**config.mk**
```make
export PLATFORM = sky130hd
export DESIGN_NAME = epio_top
export DESIGN_NICKNAME = d
export VERILOG_FILES = /design/src/inc/epio_pkg.sv /design/src/core/epio_top.sv
export SDC_FILE = /design/constraint.sdc
export NUM_CORES = 1
export LEC_CHECK = 0
export ABC_AREA = 0
export BUFFER_PORTS_ARGS = -buffer_cell sky130_fd_sc_hd__buf_2
export CAP_MARGIN = 20
export CORE_ASPECT_RATIO = 0.5
export CORE_MARGIN = 2
export CORE_UTILIZATION = 43
export CTS_CLUSTER_SIZE = 20
export DETAILED_ROUTE_END_ITERATION = 6
export PLACE_DENSITY = 0.76
export SYNTH_ARGS = -nofsm -noshare
export SYNTH_HDL_FRONTEND = slang
export SYNTH_SLANG_ARGS = --single-unit
```
**constraint.sdc**
```tcl
create_clock -name aclk -period 2.2 [get_ports aclk]
set_input_delay 0.22 -clock aclk [delete_from_list [all_inputs] [get_ports aclk]]
set_output_delay 0.22 -clock aclk [all_outputs]
set_load 0.02 [all_outputs]
```
**src/inc/epio_pkg.sv**
```systemverilog
package epio_pkg;

  // register indices; byte address is four times the index
  localparam logic [3:0] IDX_PA_LATCH = 4'h0;
  localparam logic [3:0] IDX_PB_LATCH = 4'h1;
  localparam logic [3:0] IDX_PC_LATCH = 4'h2;
  localparam logic [3:0] IDX_PD_LATCH = 4'h3;
  localparam logic [3:0] IDX_PA_DIR   = 4'h4;
  localparam logic [3:0] IDX_PB_DIR   = 4'h5;
  localparam logic [3:0] IDX_PC_DIR   = 4'h6;
  localparam logic [3:0] IDX_PD_DIR   = 4'h7;
  localparam logic [3:0] IDX_PE_LATCH = 4'h8;
  localparam logic [3:0] IDX_PF_LATCH = 4'h9;
  localparam logic [3:0] IDX_PG_LATCH = 4'hA;
  localparam logic [3:0] IDX_PH_LATCH = 4'hB;
  localparam logic [3:0] IDX_PE_DIR   = 4'hC;
  localparam logic [3:0] IDX_PF_DIR   = 4'hD;
  localparam logic [3:0] IDX_PG_DIR   = 4'hE;
  localparam logic [3:0] IDX_PH_DIR   = 4'hF;

  // ports a..h in order 0..7
  localparam int NUM_PORTS = 8;
  localparam int PORT_C    = 2;

  // implemented bits of each port
  localparam logic [7:0] MASK_FULL  = 8'hFF;
  localparam logic [7:0] MASK_C     = 8'h3F;
  localparam logic [7:0] MASK_F     = 8'h7F;
  localparam logic [7:0] MASK_G     = 8'h07;
  localparam logic [7:0] MASK_H     = 8'h03;
  localparam logic [7:0] MASK_C_DIR = 8'hBF;

  // clock-output enable position in port c direction register, and the port c pin that carries the clock
  localparam int SYSCLK_EN_BIT = 7;
  localparam int SYSCLK_PIN    = 2;

  localparam logic [7:0] DIR_RESET = 8'h00;
  localparam logic       CLKEN_RESET = 1'b0;

  // converter channel select codes 0..7 pick port b pins
  localparam logic [4:0] CONV_LAST_PIN = 5'h07;

  localparam logic [1:0] RESP_OKAY   = 2'b00;
  localparam logic [1:0] RESP_SLVERR = 2'b10;

  localparam int ADDR_W = 6;

  typedef struct packed {
    logic [7:0] out;
    logic [7:0] oe;
  } epio_drive_t;

  typedef enum logic [1:0] {
    EPIO_RSP_OKAY   = 2'b00,
    EPIO_RSP_SLVERR = 2'b10
  } epio_resp_t;

endpackage

```
**src/core/epio_top.sv**
```systemverilog
// Operation
// sixteen byte registers at indices 0 to 15
// port a full eight-bit bidirectional
// narrow ports; unimplemented bits read zero
// port c direction bit7 clock enable, bit6 zero
// direction one drives latch, zero floats pin
// reset clears all direction bits
// data latches untouched by reset
// output bit reads back latch
// input bit reads pin level
// data writes always load latch
// direction registers readable, return last written value
// port b pins shared with converter select
// selected converter pin reads zero or latch
// converter pin ignores direction for buffer
// software loads latch before enabling output
// clock enable drives system clock onto c2
// writes to unimplemented bits are ignored
// accesses synchronous; pins sampled on read
`timescale 1ns/10ps
`default_nettype none
module epio_top (
  // clock and reset
  input  wire logic        aclk,
  input  wire logic        aresetn,
  // axi4-lite write address
  input  wire logic        s_axi_awvalid,
  output logic             s_axi_awready,
  input  wire logic [5:0]  s_axi_awaddr,
  input  wire logic [2:0]  s_axi_awprot,
  // axi4-lite write data
  input  wire logic        s_axi_wvalid,
  output logic             s_axi_wready,
  input  wire logic [31:0] s_axi_wdata,
  input  wire logic [3:0]  s_axi_wstrb,
  // axi4-lite write response
  output logic             s_axi_bvalid,
  input  wire logic        s_axi_bready,
  output logic [1:0]       s_axi_bresp,
  // axi4-lite read address
  input  wire logic        s_axi_arvalid,
  output logic             s_axi_arready,
  input  wire logic [5:0]  s_axi_araddr,
  input  wire logic [2:0]  s_axi_arprot,
  // axi4-lite read data
  output logic             s_axi_rvalid,
  input  wire logic        s_axi_rready,
  output logic [31:0]      s_axi_rdata,
  output logic [1:0]       s_axi_rresp,
  // port pins, ports a..h packed as eight bytes
  input  wire logic [63:0] pin_in,
  output logic [63:0]      pin_out,
  output logic [63:0]      pin_oe,
  // converter side
  input  wire logic        converter_active,
  input  wire logic [4:0]  converter_input_select,
  output logic [7:0]       analog_input_pins,
  // system clock level for the clock output
  input  wire logic        sysclk_level
);

  function automatic logic [7:0] port_mask(input logic [2:0] p);
    case (p)
      3'd2:    port_mask = epio_pkg::MASK_C;
      3'd5:    port_mask = epio_pkg::MASK_F;
      3'd6:    port_mask = epio_pkg::MASK_G;
      3'd7:    port_mask = epio_pkg::MASK_H;
      default: port_mask = epio_pkg::MASK_FULL;
    endcase
  endfunction

  // index to port number and kind: [1:0] low port, [2] dir, [3] high group
  function automatic logic [2:0] idx_port(input logic [3:0] idx);
    idx_port = {idx[3], idx[1:0]};
  endfunction

  logic [7:0] latch_r [0:7];
  logic [7:0] dir_r   [0:7];
  logic       clken_r;

  logic        aw_held_r;
  logic [3:0]  aw_idx_r;
  logic        aw_ok_r;
  logic        w_held_r;
  logic [7:0]  w_byte_r;
  logic        w_lane_r;
  logic        bvalid_r;
  logic [1:0]  bresp_r;
  logic        rvalid_r;
  logic [31:0] rdata_r;
  logic [1:0]  rresp_r;

  // address decode, one aligned word per register
  wire         aw_take    = s_axi_awvalid & ~aw_held_r & ~bvalid_r;
  wire         w_take     = s_axi_wvalid & ~w_held_r & ~bvalid_r;
  wire         aw_in_ok   = (s_axi_awaddr[1:0] == 2'b00);
  wire         wr_go      = aw_held_r & w_held_r & ~bvalid_r;
  wire         wr_do      = wr_go & aw_ok_r & w_lane_r;
  wire [2:0]   wr_port    = idx_port(aw_idx_r);
  wire         wr_is_dir  = aw_idx_r[2];

  wire         ar_take    = s_axi_arvalid & ~rvalid_r;
  wire [3:0]   ar_idx     = s_axi_araddr[5:2];
  wire         ar_ok      = (s_axi_araddr[1:0] == 2'b00);
  wire [2:0]   rd_port    = idx_port(ar_idx);

  // converter owns a port b pin while it selects it
  wire         conv_sel_valid = converter_active &
                                (converter_input_select <= epio_pkg::CONV_LAST_PIN);
  wire [7:0]   conv_pins  = conv_sel_valid ?
                            (8'h01 << converter_input_select[2:0]) : 8'h00;

  // read value per port: latch where output, pin where input
  logic [7:0] port_view [0:7];
  always_comb begin
    for (int p = 0; p < epio_pkg::NUM_PORTS; p++) begin
      port_view[p] = ((dir_r[p] & latch_r[p]) |
                      (~dir_r[p] & pin_in[p*8 +: 8])) & port_mask(3'(p));
    end
    // selected converter pin reads zero as input, latch as output
    port_view[1] = (port_view[1] & ~conv_pins) |
                   (conv_pins & dir_r[1] & latch_r[1]);
    // pin 2 of port c shows zero while it carries the clock
    if (clken_r) begin
      port_view[epio_pkg::PORT_C][epio_pkg::SYSCLK_PIN] = 1'b0;
    end
  end

  wire [7:0] dir_view = (rd_port == 3'(epio_pkg::PORT_C)) ?
                        {clken_r, 1'b0, dir_r[epio_pkg::PORT_C][5:0]} :
                        dir_r[rd_port];
  wire [7:0] rd_byte  = ar_idx[2] ? dir_view : port_view[rd_port];

  // pin drivers
  always_comb begin
    for (int p = 0; p < epio_pkg::NUM_PORTS; p++) begin
      pin_out[p*8 +: 8] = latch_r[p] & port_mask(3'(p));
      pin_oe[p*8 +: 8]  = dir_r[p] & port_mask(3'(p));
    end
    // converter pins float whatever their direction bit
    pin_oe[15:8] = dir_r[1] & ~conv_pins;
    if (clken_r) begin
      pin_out[epio_pkg::PORT_C*8 + epio_pkg::SYSCLK_PIN] = sysclk_level;
      pin_oe[epio_pkg::PORT_C*8 + epio_pkg::SYSCLK_PIN]  = 1'b1;
    end
  end

  assign analog_input_pins = conv_pins;

  // write channel capture
  always_ff @(posedge aclk) begin
    if (!aresetn) begin
      aw_held_r <= 1'b0;
      aw_idx_r  <= 4'h0;
      aw_ok_r   <= 1'b0;
      w_held_r  <= 1'b0;
      w_byte_r  <= 8'h00;
      w_lane_r  <= 1'b0;
    end else begin
      if (aw_take) begin
        aw_held_r <= 1'b1;
        aw_idx_r  <= s_axi_awaddr[5:2];
        aw_ok_r   <= aw_in_ok;
      end else if (wr_go) begin
        aw_held_r <= 1'b0;
      end
      if (w_take) begin
        w_held_r <= 1'b1;
        w_byte_r <= s_axi_wdata[7:0];
        w_lane_r <= s_axi_wstrb[0];
      end else if (wr_go) begin
        w_held_r <= 1'b0;
      end
    end
  end

  // write response
  always_ff @(posedge aclk) begin
    if (!aresetn) begin
      bvalid_r <= 1'b0;
      bresp_r  <= epio_pkg::RESP_OKAY;
    end else if (wr_go) begin
      bvalid_r <= 1'b1;
      bresp_r  <= aw_ok_r ? epio_pkg::RESP_OKAY : epio_pkg::RESP_SLVERR;
    end else if (s_axi_bready) begin
      bvalid_r <= 1'b0;
    end
  end

  // data latches: no reset, so their contents survive it
  always_ff @(posedge aclk) begin
    if (wr_do && !wr_is_dir) begin
      latch_r[wr_port] <= w_byte_r & port_mask(wr_port);
    end
  end

  // direction registers and clock-output enable
  always_ff @(posedge aclk) begin
    if (!aresetn) begin
      for (int p = 0; p < epio_pkg::NUM_PORTS; p++) begin
        dir_r[p] <= epio_pkg::DIR_RESET;
      end
      clken_r <= epio_pkg::CLKEN_RESET;
    end else if (wr_do && wr_is_dir) begin
      dir_r[wr_port] <= w_byte_r & port_mask(wr_port);
      if (wr_port == 3'(epio_pkg::PORT_C)) begin
        clken_r <= w_byte_r[epio_pkg::SYSCLK_EN_BIT];
      end
    end
  end

  // read channel: pins sampled in the cycle the address is taken
  always_ff @(posedge aclk) begin
    if (!aresetn) begin
      rvalid_r <= 1'b0;
      rdata_r  <= 32'h0000_0000;
      rresp_r  <= epio_pkg::RESP_OKAY;
    end else if (ar_take) begin
      rvalid_r <= 1'b1;
      rdata_r  <= ar_ok ? {24'h00_0000, rd_byte} : 32'h0000_0000;
      rresp_r  <= ar_ok ? epio_pkg::RESP_OKAY : epio_pkg::RESP_SLVERR;
    end else if (s_axi_rready) begin
      rvalid_r <= 1'b0;
    end
  end

  assign s_axi_awready = ~aw_held_r & ~bvalid_r;
  assign s_axi_wready  = ~w_held_r & ~bvalid_r;
  assign s_axi_bvalid  = bvalid_r;
  assign s_axi_bresp   = bresp_r;
  assign s_axi_arready = ~rvalid_r;
  assign s_axi_rvalid  = rvalid_r;
  assign s_axi_rdata   = rdata_r;
  assign s_axi_rresp   = rresp_r;

endmodule
`default_nettype wire

```
==> results of run 1 <==
[per-layer routing]
layer | global-route usage | up-vias | wire, um
met4 | 0.108 | 0 | 636
met3 | 0.0617 | 48 | 2240
met1 | 0.300 | 2740 | 8120
met5 | 0 | - | 0
met2 | 0.389 | 363 | 9750
li1 | - | 2568 | -
[area by class of cell]
cell class                      instances  area [um2]
Inverter                               24        90.1
Clock buffer                           19         433
Clock inverter                         13         166
Timing Repair Buffer                  235        1290
Tap cell                              227         284
Sequential cell                       141        3940
Multi-Input combinational cell        430        2630
Fill cell                            1378        7390
[synth_stat cells (all sizes together), types with 2 or more instances]
cell type	count	share of area
inv	23	0.012
buf	88	0.090
o311ai	3	0.0037
clkbuf	10	0.0053
a31oi	5	0.0044
o21ai	16	0.011
nor3	26	0.020
o211ai	3	0.0032
a21oi	24	0.017
mux4	16	0.051
dfxtp	29	0.082
nor2b	15	0.013
mux2	10	0.016
a31o	2	0.0025
or2	4	0.0035
a211oi	12	0.013
edfxtp	112	0.48
a311oi	2	0.0025
o31ai	3	0.0032
nor2	79	0.042
or4b	2	0.0039
and2	2	0.0018
o22ai	2	0.0027
or3	4	0.0035
nand2b	7	0.0062
mux2i	29	0.041
nand3	4	0.0035
nand2	71	0.038
nor4	3	0.0027
o41ai	3	0.0037
[worst max-delay path by stage]
| stage | cells past startpoint | slack (ns) | startpoint | endpoint |
|---|---|---|---|---|
| final | 5 | 0.14 | w_held_r$_SDFFE_PN0P_ | dir_r[6][3]$_SDFFCE_PN0P_ |
| after global routing | 5 | 0.006 | w_held_r$_SDFFE_PN0P_ | dir_r[3][7]$_SDFFCE_PN0P_ |
| after CTS | 5 | 0.05 | w_held_r$_SDFFE_PN0P_ | dir_r[3][0]$_SDFFCE_PN0P_ |
| after detailed placement | 7 | -0.03 | converter_input_select[4] | s_axi_rdata[0]$_SDFFE_PN0P_ |
| after global placement | 7 | -0.03 | converter_input_select[4] | s_axi_rdata[0]$_SDFFE_PN0P_ |
| after floorplan | 5 | 0.10 | s_axi_bvalid$_SDFFE_PN0P_ | dir_r[3][0]$_SDFFCE_PN0P_ |
[power breakdown]
| group | total [W] | switching, W | internal (W) |
|---|---|---|---|
| logic | 0.000716 | 0.000466 | 0.000250 |
| clock network | 0.00291 | 0.00112 | 0.00179 |
| registers | 0.00304 | 0.0000808 | 0.00296 |
[sequential cells by signal, indices dropped and copies added, names as in the netlist, 4 cells and up]
signal,cells
dir_r,62
latch_r,50
s_axi_rdata,8
w_byte_r,8
aw_idx_r,4
[logic make-up after synthesis]
logic type,count (synthesis)
simple gates,223
flops,141
buf+inv,122
compound gates,86
mux,55
other cells,1
[per-stage QoR]
stage          setup slack (ns)  hold WS (ns)
4_1_cts                  0.0471        0.0347
3_3_place_gp            -0.0332         0.403
2_1_floorplan             0.102         0.320
3_5_place_dp            -0.0307         0.415
5_1_grt                 0.00592        0.0594
6_report                  0.136        0.0353
[worst min-delay path: stages]
cell and delay (ns):
buf_2 0.10, nand2_1 0.05, a21oi_1 0.05
[what timing repair did]
item | in CTS | in global routing
hold endpoints to repair | 1 | 0
resized for setup | 0 | 3
endpoints found under the setup margin | 0 | 24
hold buffers | 1 | 0
==> flow_summary.ini, run 1 <==
[floorplan]
die_y_um = 94.7
core_area_um2 = 16200
dieWidth_um = 185
initial_core_util = 0.436
num_rows = 33
ioPinCount = 309
die_area_um2 = 17600

[clocking]
post_cts_buffers = 0
cts_root_buf = clkbuf_16
cts.sinks = 141
cts_tree = built
numCtsBuffers = 17
clk_latency_ns = 0.42
path_clk_slew_ns = 0.06
clock_path_buffers = 2
h-tree-depth = 4

[critical_path]
crit_type = reg2reg
max_stage_delay_ns = 0.56
cp_cell_sequence = nand4_1, or4b_4, or2_2, o21ai_2, buf_12
start_kind = register
end_kind = register
worst-path-max-fanout = 8
cp.arrival_ns = 2.20
reg2reg_to = dir_r[6][3]$_SDFFCE_PN0P_
cp_top_family = simple AND/OR/NAND/NOR gates
regToRegStartpoint = w_held_r$_SDFFE_PN0P_
ff2ff_path_depth = 5
rrSetupSlack_ns = 0.14
worst_ep_required_time_ns = 2.34
path_buf_inv = 1
crit_slowest_cell = or4b_4

[final_layout]
drive_gt1_frac = 0.358
final_util = 0.544
layout_common_cells = buf_2, edfxtp_1, nor2_1, nand2_1, conb_1
fin_cells = 1089
area_delta_synth_final_pct = 24.9
layout_commonest_cell = buf_2
final_nets = 981
n_antenna_cell = 0
finalInstanceArea_um2 = 8830

[grt]
grt_pass1_vias = 5396
grt_pass1_wl_mm = 30.1
track_usage = 0.238
grt_max_degree = 23
gr-total-overflow = 0
antenna_found_initial = 0

[synthesis]
synth_cell_types = 56
ys_seq_area_frac = 0.558
avgSynthCellArea_um2 = 11.3
synth_async_sr_flop_share = 0
synth-xor-area-share = 0
synth-edff-count = 112
synthAdderAreaFrac = 0
synth_compound_area_frac = 0.0805
synth_ff_type = edfxtp_1
syn_inst = 628
synth-simple-area-share = 0.145
syn_area_um2 = 7070
synthMuxAreaShare = 0.108
ys_ff_latch = 141
synth_top_family_by_area = simple AND/OR/NAND/NOR gates
yosysWarnings = 0

[run]
cap_violations = 0

[routing]
dr.pass1.iters = 5
wire_per_inst_um = 19.1
drt-initial-drc-count = 496
antenna_left = 0
drc_errors = 0
vias_per_cell = 5.25
wl_mm = 20.8
vias = 5719

[sta]
finalHoldViolCount = 0
max_freq_mhz = 484
setup_tns_ns = 0
setup_violations = 0
post-route-period-util = 0.938
skew_ns = 0.00603
rsz0062_at_grt = false
relSlewSlack = 0.553
worst_pin_slew_ns = 0.653
finalMaxSlewViolations = 0
min_period_ns = 2.06

[placement]
post_dp_cell_area_um2 = 8220
port_buffers = 207
dp.cells = 1056
gpl.final_weighted_congestion = 0.876
hpwl_mm = 15.7

[worst_hold_path]
hold_class = in2reg
min_path_cells = 3
min_to = w_lane_r$_SDFFE_PN0P_
min_from = s_axi_wstrb[0]

[power]
ir_drop_uv = 472
leakage_nw = 3.62
p_per_area_nw_per_um2 = 754
power.total_w = 0.00666

[outcome]
outcome = finished clean
No activity file was read; power rests on OpenSTA's default activity.
==> inputs of run 2 (changes only) <==
--- a/config.mk
+++ b/config.mk
@@ -10,10 +10,10 @@
 export CAP_MARGIN = 20
 export CORE_ASPECT_RATIO = 0.5
 export CORE_MARGIN = 2
-export CORE_UTILIZATION = 43
+export CORE_UTILIZATION = 52
 export CTS_CLUSTER_SIZE = 20
 export DETAILED_ROUTE_END_ITERATION = 6
-export PLACE_DENSITY = 0.76
+export PLACE_DENSITY = 0.87
 export SYNTH_ARGS = -nofsm -noshare
 export SYNTH_HDL_FRONTEND = slang
 export SYNTH_SLANG_ARGS = --single-unit
==> constraint.sdc (replaced) <==
create_clock -name aclk -period 2.7 [get_ports aclk]
set_input_delay 0.27 -clock aclk [delete_from_list [all_inputs] [get_ports aclk]]
set_output_delay 0.27 -clock aclk [all_outputs]
set_load 0.02 [all_outputs]
==> run 2 against run 1 <==
Effect of this change:
- routed wire length grew 2.8%
- global-route usage up 5.4 points
- clock skew grew 0.0013 ns
- hold slack better by 0.0026 ns
- sequential power fell by 18%
- worst setup slack gained 0.21 ns
- cell count decreased by 5.6%
- non-clock buffer count down 10
- core utilization grew 9.8 points
- largest cell class unchanged
==> flow_summary.ini, run 2 (synthesis gave the netlist of run 1 again) <==
[run]
cap_violations = 0

[clocking]
cts_root_buf = clkbuf_16
cts_tree = built
clk_latency_ns = 0.42
cts-hold-fix-buffers = 0
path_clk_slew_ns = 0.06
clock_path_buffers = 2
ctsResizeCount = 0
h-tree-depth = 4
cts.sinks = 141
numCtsBuffers = 17
post_cts_buffers = 0

[power]
leakage_nw = 3.57
ir_drop_uv = 423
p_per_area_nw_per_um2 = 618

[routing]
wire_per_inst_um = 20.7
drc_errors = 0
drt-initial-drc-count = 618
dr.pass1.iters = 5
vias = 5920
vias_per_cell = 5.76
wl_mm = 21.3
antenna_left = 0

[sta]
rsz0062_at_grt = false
skew_ns = 0.00731
setup_tns_ns = 0
post-route-period-util = 0.870
setup_violations = 0
max_freq_mhz = 426
finalMaxSlewViolations = 0
relSlewSlack = 0.471
worst_hold_slack_ns = 0.0379
worst_pin_slew_ns = 0.793
finalHoldViolCount = 0
min_period_ns = 2.35

[critical_path]
max_stage_delay_ns = 0.55
end_kind = register
cp_cell_sequence = nand4_1, or4b_4, nor2_1, nand3_2, nand2_1
cp.arrival_ns = 2.42
path_buf_inv = 0
crit_type = reg2reg
worst-path-max-fanout = 9
start_kind = register
worst_ep_required_time_ns = 2.78
cp_top_family = simple AND/OR/NAND/NOR gates
crit_slowest_cell = or4b_4
rrSetupSlack_ns = 0.35

[floorplan]
num_rows = 30
initial_core_util = 0.528
die_y_um = 86.5
die_area_um2 = 14600
core_area_um2 = 13400
dieWidth_um = 169
ioPinCount = 309

[final_layout]
drive_gt1_frac = 0.345
layout_commonest_cell = buf_2
n_antenna_cell = 0
final_nets = 971
area_delta_synth_final_pct = 21.8
layout_common_cells = buf_2, edfxtp_1, nor2_1, nand2_1, conb_1
largestRegisters = dir_r: 62 flops, latch_r: 50 flops
largest_reg_flops = 62
largest-register = dir_r

[placement]
hpwl_mm = 15.3
gpl.final_weighted_congestion = 0.989
port_buffers = 207

[grt]
antenna_found_initial = 0
grt_pass1_wl_mm = 31.3
grt_pass1_vias = 5578
gr-total-overflow = 0
grt_max_degree = 35
track_usage = 0.292

[worst_hold_path]
hold_class = in2reg

[outcome]
outcome = finished clean
[run 2: per-stage QoR]
stage,utilization,power (W),instance area (um2),cells,setup WS (ns)
after floorplan,-,0.00293,7320,693,0.257
after global placement,0.600,0.00305,8040,996,0.390
after detailed placement,0.600,0.00307,8040,996,0.370
after CTS,0.643,0.00531,8620,1028,0.394
after global routing,0.643,0.00547,8620,1028,0.215
final,0.643,0.00532,8620,1028,0.350
[run 2: routing by layer]
layer | track usage | vias to the layer above | wire length, um
li1 | - | 2542 | -
met1 | 0.362 | 2759 | 7530
met2 | 0.474 | 509 | 9980
met3 | 0.0854 | 110 | 2820
met4 | 0.149 | 0 | 993
met5 | 0.0134 | - | 0
[run 2: path summary, 6_finish.rpt]
kind         cells after the start                   startpoint                          end
max reg2reg                      5       aw_held_r$_SDFFE_PN0P_    dir_r[3][0]$_SDFFCE_PN0P_
min                              2                 s_axi_rready    s_axi_rvalid$_SDFFE_PN0P_
min reg2reg                      2  s_axi_rdata[1]$_SDFFE_PN0P_  s_axi_rdata[1]$_SDFFE_PN0P_
max                              5       aw_held_r$_SDFFE_PN0P_    dir_r[3][0]$_SDFFCE_PN0P_
[run 2: where the power goes]
group / total [W] / internal [W] / switching, W
logic: 0.000576 / 0.000194 / 0.000382
registers: 0.00248 / 0.00241 / 0.0000708
clock network: 0.00227 / 0.00141 / 0.000860
total: 0.00532 / 0.00401 / 0.00131
[run 2: cell type report]
class / count / area [um2]
Clock inverter: 6 / 56.3
Clock buffer: 26 / 519
Sequential cell: 141 / 3940
Multi-Input combinational cell: 430 / 2620
Fill cell: 966 / 4780
Tap cell: 176 / 220
Timing Repair Buffer: 225 / 1170
Inverter: 24 / 90.1
